===== src/core/rip_cfg.svh =====
`ifndef RIP_CFG_SVH
`define RIP_CFG_SVH

`define RIP_OFS_MISC       16'h103c
`define RIP_OFS_CTRL       16'h1040
`define RIP_OFS_LOCAL_EN   16'h1044
`define RIP_OFS_STATUS     16'h1048
`define RIP_OFS_CLEAR      16'h104c
`define RIP_OFS_INT_EN     16'h1050

`define RIP_MISC_BROM      7
`define RIP_MISC_SPCL      6
`define RIP_MISC_MSEL_A    5
`define RIP_MISC_VIS       4
`define RIP_PSEL_RESET     4'h6
`define RIP_PSEL_RSVD      4'h5

`define RIP_CTRL_CMON      0
`define RIP_CTRL_WDOG_DIS  1

`define RIP_EN_RX          16
`define RIP_EN_TX          17
`define RIP_EN_TXDN        18
`define RIP_EN_IDLE        19

`define RIP_ST_REFUSED     0
`define RIP_ST_RX_CLR      1
`define RIP_ST_NEW_REQ     2

`define RIP_NUM_MASKABLE   15
`define RIP_SRC_RESET      5'h0f
`define RIP_SRC_CLKMON     5'h10
`define RIP_SRC_WDOG       5'h11
`define RIP_SRC_NMPN       5'h12
`define RIP_SRC_ILLOP      5'h13
`define RIP_SRC_TRAP       5'h14

`define RIP_VEC_RESET      16'hfffe
`define RIP_VEC_CLKMON     16'hfffc
`define RIP_VEC_WDOG       16'hfffa
`define RIP_VEC_ILLOP      16'hfff8
`define RIP_VEC_TRAP       16'hfff6
`define RIP_VEC_NMPN       16'hfff4
`define RIP_VEC_MASK_TOP   16'hfff2

`define RIP_RESP_OKAY      2'h0
`define RIP_RESP_SLVERR    2'h2

`endif


===== src/core/rip_pkg.sv =====
`include "rip_cfg.svh"

package rip_pkg;

  typedef struct packed {
    logic        bvalid;
    logic [1:0]  bresp;
    logic        rvalid;
    logic [1:0]  rresp;
    logic [31:0] rdata;
    logic [7:0]  misc;
    logic        captured;
    logic [1:0]  ctrl;
    logic [19:0] local_en;
    logic [2:0]  status;
    logic [2:0]  int_en;
    logic        req_valid;
    logic        req_nonmask;
    logic [4:0]  req_src;
    logic [15:0] req_vector;
  } rip_state_t;

  typedef struct packed {
    logic full;
    logic armed;
  } rip_rx_state_t;

  // Promotion field to default-order index
  function automatic logic [3:0] rip_psel_to_idx(input logic [3:0] psel);
    logic [3:0] idx;
    idx = 4'h0;
    unique case (psel)
      4'h0: idx = 4'ha;
      4'h1: idx = 4'hb;
      4'h2: idx = 4'hc;
      4'h3: idx = 4'hd;
      4'h4: idx = 4'he;
      4'h5: idx = 4'h0;
      4'h6: idx = 4'h0;
      4'h7: idx = 4'h1;
      default: idx = psel - 4'h6;
    endcase
    return idx;
  endfunction

  // Fixed vector of every source, independent of promotion
  function automatic logic [15:0] rip_vector_of(input logic [4:0] src);
    logic [15:0] v;
    v = `RIP_VEC_MASK_TOP - {10'h000, src, 1'b0};
    unique case (src)
      `RIP_SRC_RESET:  v = `RIP_VEC_RESET;
      `RIP_SRC_CLKMON: v = `RIP_VEC_CLKMON;
      `RIP_SRC_WDOG:   v = `RIP_VEC_WDOG;
      `RIP_SRC_NMPN:   v = `RIP_VEC_NMPN;
      `RIP_SRC_ILLOP:  v = `RIP_VEC_ILLOP;
      `RIP_SRC_TRAP:   v = `RIP_VEC_TRAP;
      default:         v = `RIP_VEC_MASK_TOP - {10'h000, src, 1'b0};
    endcase
    return v;
  endfunction

  function automatic logic [31:0] rip_apply_be(input logic [31:0] old_v,
                                               input logic [31:0] new_v,
                                               input logic [3:0]  be);
    logic [31:0] r;
    r = old_v;
    for (int b = 0; b < 4; b++) begin
      if (be[b]) begin
        r[8*b +: 8] = new_v[8*b +: 8];
      end
    end
    return r;
  endfunction

endpackage


===== src/core/rip_mask_arb.sv =====
`timescale 1ns/1ns
module rip_mask_arb import rip_pkg::*; #(
  parameter int N = 15
) (
  input  wire logic         aclk,
  input  wire logic         aresetn,
  input  wire logic [N-1:0] pend,
  input  wire logic [3:0]   top_idx,
  output logic              hit,
  output logic [3:0]        idx
);

  always_comb begin
    hit = |pend;
    idx = 4'h0;
    for (int k = N - 1; k >= 0; k--) begin
      if (pend[k]) begin
        idx = 4'(k);
      end
    end
    if (pend[top_idx]) begin
      idx = top_idx;
    end
  end
endmodule


===== src/core/rip_resolver.sv =====
// How it works
// - Non-maskable order: reset, clock monitor, watchdog, nonmaskable pin, illegal op, trap.
// - Fifteen maskable sources ranked external pin first down to serial comms.
// - Priority select field lifts one maskable source above the rest.
// - A lifted source still obeys the global mask and its local enables.
// - Promotion never alters the vector of any source.
// - Priority select writes accepted only while the global mask is set.
// - Select codes map to sources; reserved code acts as external pin.
// - Reset loads select with the external pin code.
// - Boot ROM bit reads zero and ignores writes unless special mode.
// - Special mode bit captures inverted mode-B pin at reset release.
// - Mode-A bit captures the mode-A pin at reset release.
// - Upper nibble reset value follows mode; low nibble resets to six.
// - Visibility bit drives read visibility or bus clock output by mode.
// - Twenty-five sources share twenty-one vectors; serial comms sources share one.
// - Each source owns a fixed two-byte vector address.
// - Maskable need clear global mask; pin obeys own mask; others ignore both.
// - Local enables gate peripherals and serial comms; watchdog and clock monitor are gated by the control register.
// - Receive flag clears on status read then data read.
`timescale 1ns/1ns
module rip_resolver import rip_pkg::*; #(
  parameter int ADDR_W = 16
) (
  input  wire logic              aclk,
  input  wire logic              aresetn,
  input  wire logic [ADDR_W-1:0] s_axi_awaddr,
  input  wire logic              s_axi_awvalid,
  output logic                   s_axi_awready,
  input  wire logic [31:0]       s_axi_wdata,
  input  wire logic [3:0]        s_axi_wstrb,
  input  wire logic              s_axi_wvalid,
  output logic                   s_axi_wready,
  output logic [1:0]             s_axi_bresp,
  output logic                   s_axi_bvalid,
  input  wire logic              s_axi_bready,
  input  wire logic [ADDR_W-1:0] s_axi_araddr,
  input  wire logic              s_axi_arvalid,
  output logic                   s_axi_arready,
  output logic [31:0]            s_axi_rdata,
  output logic [1:0]             s_axi_rresp,
  output logic                   s_axi_rvalid,
  input  wire logic              s_axi_rready,
  input  wire logic              mode_select_a_pin,
  input  wire logic              mode_select_b_pin,
  input  wire logic              cnd_i_mask,
  input  wire logic              cnd_x_mask,
  input  wire logic              reset_req,
  input  wire logic              clock_monitor_fail,
  input  wire logic              watchdog_reset,
  input  wire logic              nonmaskable_request_pin_n,
  input  wire logic              illegal_opcode,
  input  wire logic              software_trap,
  input  wire logic              irq_pin_n,
  input  wire logic [12:0]       periph_flag,
  input  wire logic              ser_rx_set,
  input  wire logic              ser_status_rd,
  input  wire logic              ser_data_rd,
  input  wire logic              ser_overrun,
  input  wire logic              ser_tx_empty,
  input  wire logic              ser_tx_done,
  input  wire logic              ser_idle,
  output logic                   receive_full_flag,
  output logic                   req_valid,
  output logic                   req_nonmask,
  output logic [4:0]             req_src,
  output logic [15:0]            req_vector,
  output logic                   read_visibility_only,
  output logic                   bus_clock_out_en,
  output logic                   boot_rom_read,
  output logic                   special_mode_flag,
  output logic                   mode_a_flag,
  output logic                   irq_out
);

  rip_state_t s_q;
  rip_state_t s_d;

  logic        wr_go;
  logic        rd_go;
  logic        wr_misc;
  logic [14:0] m_pend;
  logic [14:0] m_qual;
  logic        m_hit;
  logic [3:0]  m_idx;
  logic [5:0]  nm_qual;
  logic        ser_any;
  logic        rx_auto_clr;
  logic [3:0]  top_idx;
  logic [1:0]  ev;
  logic [31:0] local_en_wr;
  logic        psel_refused;

  assign wr_go   = s_axi_awvalid && s_axi_wvalid && !s_q.bvalid;
  assign rd_go   = s_axi_arvalid && !s_q.rvalid;
  assign wr_misc = wr_go && s_axi_awaddr == `RIP_OFS_MISC && s_axi_wstrb[0];
  assign psel_refused = wr_misc && !cnd_i_mask;
  assign local_en_wr  = rip_apply_be({12'h000, s_q.local_en}, s_axi_wdata, s_axi_wstrb);

  assign s_axi_awready = wr_go;
  assign s_axi_wready  = wr_go;
  assign s_axi_arready = !s_q.rvalid;

  rip_rx_flag u_rx_flag (
    .aclk      (aclk),
    .aresetn   (aresetn),
    .set_pulse (ser_rx_set),
    .status_rd (ser_status_rd),
    .data_rd   (ser_data_rd),
    .rx_full   (receive_full_flag),
    .auto_clr  (rx_auto_clr)
  );

  // Five serial comms conditions share one vector
  assign ser_any = ((receive_full_flag || ser_overrun) && s_q.local_en[`RIP_EN_RX])
                 || (ser_tx_empty && s_q.local_en[`RIP_EN_TX])
                 || (ser_tx_done && s_q.local_en[`RIP_EN_TXDN])
                 || (ser_idle && s_q.local_en[`RIP_EN_IDLE]);

  assign m_pend[0]  = !irq_pin_n;
  assign m_pend[14] = ser_any;

  genvar g;
  generate
    for (g = 1; g < 14; g++) begin : g_local
      assign m_pend[g] = periph_flag[g-1] && s_q.local_en[g-1];
    end
  endgenerate

  assign m_qual = cnd_i_mask ? 15'h0000 : m_pend;
  assign top_idx = rip_psel_to_idx(s_q.misc[3:0]);

  rip_mask_arb #(
    .N (`RIP_NUM_MASKABLE)
  ) u_arb (
    .aclk    (aclk),
    .aresetn (aresetn),
    .pend    (m_qual),
    .top_idx (top_idx),
    .hit     (m_hit),
    .idx     (m_idx)
  );

  assign nm_qual[0] = reset_req;
  assign nm_qual[1] = clock_monitor_fail && s_q.ctrl[`RIP_CTRL_CMON];
  assign nm_qual[2] = watchdog_reset && !s_q.ctrl[`RIP_CTRL_WDOG_DIS];
  assign nm_qual[3] = !nonmaskable_request_pin_n && !cnd_x_mask;
  assign nm_qual[4] = illegal_opcode;
  assign nm_qual[5] = software_trap;

  assign ev[`RIP_ST_REFUSED] = psel_refused;
  assign ev[`RIP_ST_RX_CLR]  = rx_auto_clr;

  always_comb begin
    s_d = s_q;
    if (s_q.bvalid && s_axi_bready) begin
      s_d.bvalid = 1'b0;
    end
    if (s_q.rvalid && s_axi_rready) begin
      s_d.rvalid = 1'b0;
    end

    if (wr_go) begin
      s_d.bvalid = 1'b1;
      s_d.bresp  = `RIP_RESP_OKAY;
      unique case (s_axi_awaddr)
        `RIP_OFS_MISC: begin
          if (s_axi_wstrb[0]) begin
            if (s_q.misc[`RIP_MISC_SPCL]) begin
              s_d.misc[7:5] = s_axi_wdata[7:5];
            end
            s_d.misc[`RIP_MISC_VIS] = s_axi_wdata[4];
            if (cnd_i_mask) begin
              s_d.misc[3:0] = s_axi_wdata[3:0];
            end
          end
        end
        `RIP_OFS_CTRL: begin
          if (s_axi_wstrb[0]) begin
            s_d.ctrl = s_axi_wdata[1:0];
          end
        end
        `RIP_OFS_LOCAL_EN: begin
          s_d.local_en = local_en_wr[19:0];
        end
        `RIP_OFS_INT_EN: begin
          if (s_axi_wstrb[0]) begin
            s_d.int_en = s_axi_wdata[2:0];
          end
        end
        `RIP_OFS_STATUS: begin
        end
        `RIP_OFS_CLEAR: begin
          if (s_axi_wstrb[0]) begin
            s_d.status = s_q.status & ~s_axi_wdata[2:0];
          end
        end
        default: begin
          s_d.bresp = `RIP_RESP_SLVERR;
        end
      endcase
    end
    // Boot ROM bit only lives in special modes
    s_d.misc[`RIP_MISC_BROM] = s_d.misc[`RIP_MISC_BROM] && s_d.misc[`RIP_MISC_SPCL];

    // Mode pins caught in the first cycle after reset release
    if (!s_q.captured) begin
      s_d.captured = 1'b1;
      s_d.misc[`RIP_MISC_SPCL]   = !mode_select_b_pin;
      s_d.misc[`RIP_MISC_MSEL_A] = mode_select_a_pin;
      s_d.misc[`RIP_MISC_BROM]   = !mode_select_b_pin && !mode_select_a_pin;
      s_d.misc[`RIP_MISC_VIS]    = !mode_select_b_pin && mode_select_a_pin;
      s_d.misc[3:0]             = `RIP_PSEL_RESET;
    end

    if (rd_go) begin
      s_d.rvalid = 1'b1;
      s_d.rresp  = `RIP_RESP_OKAY;
      s_d.rdata  = 32'h0000_0000;
      unique case (s_axi_araddr)
        `RIP_OFS_MISC:     s_d.rdata = {24'h000000, s_q.misc};
        `RIP_OFS_CTRL:     s_d.rdata = {30'h00000000, s_q.ctrl};
        `RIP_OFS_LOCAL_EN: s_d.rdata = {12'h000, s_q.local_en};
        `RIP_OFS_STATUS:   s_d.rdata = {29'h00000000, s_q.status};
        `RIP_OFS_CLEAR:    s_d.rdata = 32'h0000_0000;
        `RIP_OFS_INT_EN:   s_d.rdata = {29'h00000000, s_q.int_en};
        default:           s_d.rresp = `RIP_RESP_SLVERR;
      endcase
    end

    // Resolve every cycle; non-maskable chain outranks all maskable
    s_d.req_valid   = 1'b0;
    s_d.req_nonmask = 1'b0;
    s_d.req_src     = 5'h00;
    if (m_hit) begin
      s_d.req_valid = 1'b1;
      s_d.req_src   = {1'b0, m_idx};
    end
    for (int k = 5; k >= 0; k--) begin
      if (nm_qual[k]) begin
        s_d.req_valid   = 1'b1;
        s_d.req_nonmask = 1'b1;
        s_d.req_src     = `RIP_SRC_RESET + 5'(k);
      end
    end
    s_d.req_vector = s_d.req_valid ? rip_vector_of(s_d.req_src) : 16'h0000;

    // Set wins over a clear in the same cycle
    s_d.status[1:0] = s_d.status[1:0] | ev;
    s_d.status[`RIP_ST_NEW_REQ] = s_d.status[`RIP_ST_NEW_REQ]
                                  || (s_d.req_valid && !s_q.req_valid);
  end

  always_ff @(posedge aclk) begin
    if (!aresetn) begin
      s_q      <= '0;
      s_q.misc <= {4'h0, `RIP_PSEL_RESET};
    end else begin
      s_q <= s_d;
    end
  end

  assign s_axi_bvalid = s_q.bvalid;
  assign s_axi_bresp  = s_q.bresp;
  assign s_axi_rvalid = s_q.rvalid;
  assign s_axi_rresp  = s_q.rresp;
  assign s_axi_rdata  = s_q.rdata;

  assign req_valid   = s_q.req_valid;
  assign req_nonmask = s_q.req_nonmask;
  assign req_src     = s_q.req_src;
  assign req_vector  = s_q.req_vector;

  assign boot_rom_read     = s_q.misc[`RIP_MISC_BROM];
  assign special_mode_flag = s_q.misc[`RIP_MISC_SPCL];
  assign mode_a_flag       = s_q.misc[`RIP_MISC_MSEL_A];
  // Expanded modes: visibility; single-chip/bootstrap: set bit stops the clock
  assign read_visibility_only = s_q.misc[`RIP_MISC_VIS] && s_q.misc[`RIP_MISC_MSEL_A];
  assign bus_clock_out_en = s_q.misc[`RIP_MISC_MSEL_A] || !s_q.misc[`RIP_MISC_VIS];

  assign irq_out = |(s_q.status & s_q.int_en);
endmodule


===== src/core/rip_rx_flag.sv =====
`timescale 1ns/1ns
module rip_rx_flag import rip_pkg::*; (
  input  wire logic aclk,
  input  wire logic aresetn,
  input  wire logic set_pulse,
  input  wire logic status_rd,
  input  wire logic data_rd,
  output logic      rx_full,
  output logic      auto_clr
);

  rip_rx_state_t s_q;
  rip_rx_state_t s_d;

  always_comb begin
    s_d = s_q;
    auto_clr = s_q.armed && data_rd && !set_pulse;
    if (status_rd && s_q.full) begin
      s_d.armed = 1'b1;
    end
    if (s_q.armed && data_rd) begin
      s_d.armed = 1'b0;
      s_d.full  = 1'b0;
    end
    if (set_pulse) begin
      s_d.full = 1'b1;
    end
  end

  always_ff @(posedge aclk) begin
    if (!aresetn) begin
      s_q <= '0;
    end else begin
      s_q <= s_d;
    end
  end

  assign rx_full = s_q.full;
endmodule


===== config.mk =====
export PLATFORM = sky130hd
export DESIGN_NAME = rip_resolver
export DESIGN_NICKNAME = d
export VERILOG_FILES = /design/src/core/rip_pkg.sv /design/src/core/rip_mask_arb.sv /design/src/core/rip_resolver.sv /design/src/core/rip_rx_flag.sv
export VERILOG_INCLUDE_DIRS = /design/src /design/src/core
export SDC_FILE = /design/constraint.sdc
export NUM_CORES = 1
export LEC_CHECK = 0
export BUFFER_PORTS_ARGS = -buffer_cell sky130_fd_sc_hd__clkbuf_2
export CORE_UTILIZATION = 41
export DETAILED_ROUTE_END_ITERATION = 10
export GPL_ROUTABILITY_DRIVEN = 0
export PLACE_DENSITY = 0.69
export REMOVE_ABC_BUFFERS = 1
export SKIP_CTS_REPAIR_TIMING = 1
export SLEW_MARGIN = 20
export SYNTH_ARGS = -nofsm -noshare
export SYNTH_HDL_FRONTEND = slang
export SYNTH_HIERARCHICAL = 1
export SYNTH_SLANG_ARGS = --single-unit

===== constraint.sdc =====
create_clock -name aclk -period 8 [get_ports aclk]
set_input_delay 1.6 -clock aclk [delete_from_list [all_inputs] [get_ports aclk]]
set_output_delay 1.6 -clock aclk [all_outputs]
set_load 0.1 [all_outputs]

==> results_dict.tcl <==
set metrics [dict create \
    status "finished clean" \
    cts_max_level 3 \
    antenna_cells 0 \
    fp.dieArea_mm2 0.01145 \
    synthDistinctLibCells 71 \
    crit_path_max_fanout 19 \
    cp.required_ns 8.29 \
    hp-class "reg -> reg" \
    drive_gt1_share_pct 30.76 \
    io_buffers 148 \
    reg2reg_from "s_q[54]" \
    path_delay_family "simple AND/OR/NAND/NOR gates" \
    worstSetupStartpoint "cnd_i_mask" \
    rsz0062_at_grt "false" \
    fill_cells 1026 \
    ant_nets 0 \
    slew_headroom_pct 35.01 \
    setup_viol 0 \
    grt_usage_pct 19.66 \
    hp-start "req_valid" \
    hpwl_mm 8.725 \
    io_pins 177 \
    placed_area_mm2 0.004989 \
    r2r_slack_ns 4.56 \
    layout_worst_path_cycle_share_pct 57.41 \
    async_flop_share_pct 0 \
    cts_buffer_depth 2 \
    finalHoldViolations 0 \
    post-route-min-period_ns 4.593 \
    drtPass1Iterations 5 \
    reg2reg_to "req_vector[1]" \
    irDropWorstVdd_v 0.00008449 \
    ys_ff_latch 77 \
    critPathMaxStageDelay_ns 0.45 \
    pwr_density_cell_mw_per_mm2 188.3 \
    design_area_mm2 0.005249 \
    criticalPathCategory "in -> reg" \
    rows 37 \
    core-area_mm2 0.01051 \
    clock-root-buffer "clkbuf_8" \
    tns_ns 0 \
    path_cells "clkbuf_2 > and3b_1 > nor4_1 > nor4b_1 > nand3_1 > nor2b_1 > a211o_1 > a21oi_1 > mux2_2 > a21oi_1" \
    multi_input_area_mm2 0.002469 \
    routed_via_density 5.375 \
    drc 0 \
    drt-wirelength-per-cell_um 14.86 \
    maxSlewViolCount 0 \
    total_power_uw 988.6 \
    start_util_pct 43.03 \
    cp_common_cell "a21oi_1" \
    nets 724 \
    grt_max_degree 69 \
    fin_skew_ns 0.01107 \
    clk_latency_ns 0.35 \
    rr_worst_depth 13 \
    seq_area_frac_synth_pct 34.09 \
    yosys_warnings 6 \
    wl_mm 11.25 \
    clk_pin_slew_worst_paths_ns 0.09 \
    worstPathArrival_ns 4.88 \
    start_kind "primary input" \
    grt_pass1_wl_mm 17.93 \
    p_leak_nw 2.384 \
    cts_buffers 9 \
    max-cap-violations 0 \
    fmax_mhz 217.7 \
    synth-edff-count 0 \
    critPathBufInv 1 \
    mostFrequentLayoutCells "clkbuf_2 (148), dfxtp_1 (77), nor2b_1 (45), nand2_1 (36), mux2i_1 (30)" \
    gr-total-overflow 0 \
    cp.depth 10 \
    vias 4069 \
    syn_to_final_growth_pct 16.08 \
    antenna_found_initial 0 \
    die_y_um 107.0 \
    critPathSlowestCell "nor4b_1" \
    ys.flop_type "dfxtp_1" \
    end_kind "flop" \
    avgSynthCellArea_um2 8.713 \
    final_common_cell "clkbuf_2" \
    grt_pass1_vias 3850 \
    clock-sinks 77 \
    dieWidth_um 107.0 \
    setup_ws_ns 3.407 \
    place_ws_ns 3.125 \
    cts_tree "built" \
    seq_area_mm2 0.001541 \
    synth_cells 519 \
    holdPathEnd "s_q[28]" \
    synth.cell_area_mm2 0.004522 \
    drt_iter0_drc 175 \
    worstMarginPinSlew_ns 0.9643 \
    worstHoldPathCells 1 \
]
metrics by stage:
stage                     hold slack (ns)  utilization, %  instances
after floorplan                    0.4234               -        455
after global placement             0.4329           47.47        742
after detailed placement           0.4478           47.47        742
after CTS                          0.4688           49.95        757
after global routing               0.4877           49.95        757
final                              0.4597           49.95        757
registers in the layout, summed over array words and instances, names as in the netlist:
signal and count:
req_nonmask 1, u_rx_flag/rx_full 1, req_vector 7, s_axi_rvalid 1, s_axi_bvalid 1, mode_a_flag 1
boot_rom_read 1, s_q 34, s_axi_rresp 1, s_axi_rdata 20, u_rx_flag/s_q 1, req_valid 1
req_src 5, special_mode_flag 1, s_axi_bresp 1
power breakdown:
part / total, mW / internal (mW) / leakage (nW) / switching, mW
sequential: 0.398 / 0.392 / 0.628 / 0.00585
clock: 0.390 / 0.238 / 0.126 / 0.152
combinational: 0.201 / 0.0417 / 1.63 / 0.159
total: 0.989 / 0.672 / 2.38 / 0.317
final cells by class:
type / instances / share of cell area, %
multi-input combinational: 366 / 47.03
sequential: 77 / 29.37
timing repair buffer: 151 / 14.54
tap: 136 / 3.242
clock inverter: 6 / 2.598
clock buffer: 9 / 2.360
inverter: 12 / 0.8582
cell usage after synthesis (all sizes together) (5+ instances only):
cell | instances | area (µm²)
nor4 | 9 | 71.32
inv | 12 | 45.04
mux2i | 30 | 300.3
o21a | 7 | 52.55
buf | 61 | 455.4
a21boi | 5 | 41.29
nor2b | 45 | 281.5
mux2 | 8 | 97.59
and3b | 13 | 113.9
nand3 | 16 | 80.08
nand4 | 5 | 31.28
a22oi | 17 | 127.6
nor2 | 29 | 108.9
o22ai | 6 | 56.31
a31oi | 7 | 43.79
nand2 | 36 | 135.1
clkbuf | 17 | 63.81
o21ai | 27 | 135.1
a21oi | 15 | 75.07
dfxtp | 77 | 1541
nand2b | 5 | 31.28
nor3 | 9 | 50.05
worst max path at each step:
stage / endpoint
6_report: req_vector[1]
3_3_place_gp: req_vector[1]
2_1_floorplan: req_vector[10]
5_1_grt: req_vector[1]
3_5_place_dp: req_vector[1]
4_1_cts: req_vector[1]
metal layers:
layer	global-route usage, %	up-vias	part of all wire, %
li1	-	1997	-
met1	24.77	1920	44
met2	34.10	142	49
met3	3.830	10	5.8
met4	5.186	0	1.2
met5	0	-	0
cell families (layout without fill, tap and decap cells):
logic type      count (synthesis)  count (layout)  synth area share [%]
xor+xnor                        2               2                0.3875
simple gates                  192             192                 24.49
compound gates                114             114                 17.68
buf+inv                        90             178                 12.48
fa+ha+maj                       2               2                0.4980
flops                          77              77                 34.09
mux                            41              41                 10.29
other cells                     1              15               0.08293
Power figures use the tool's default switching activity.
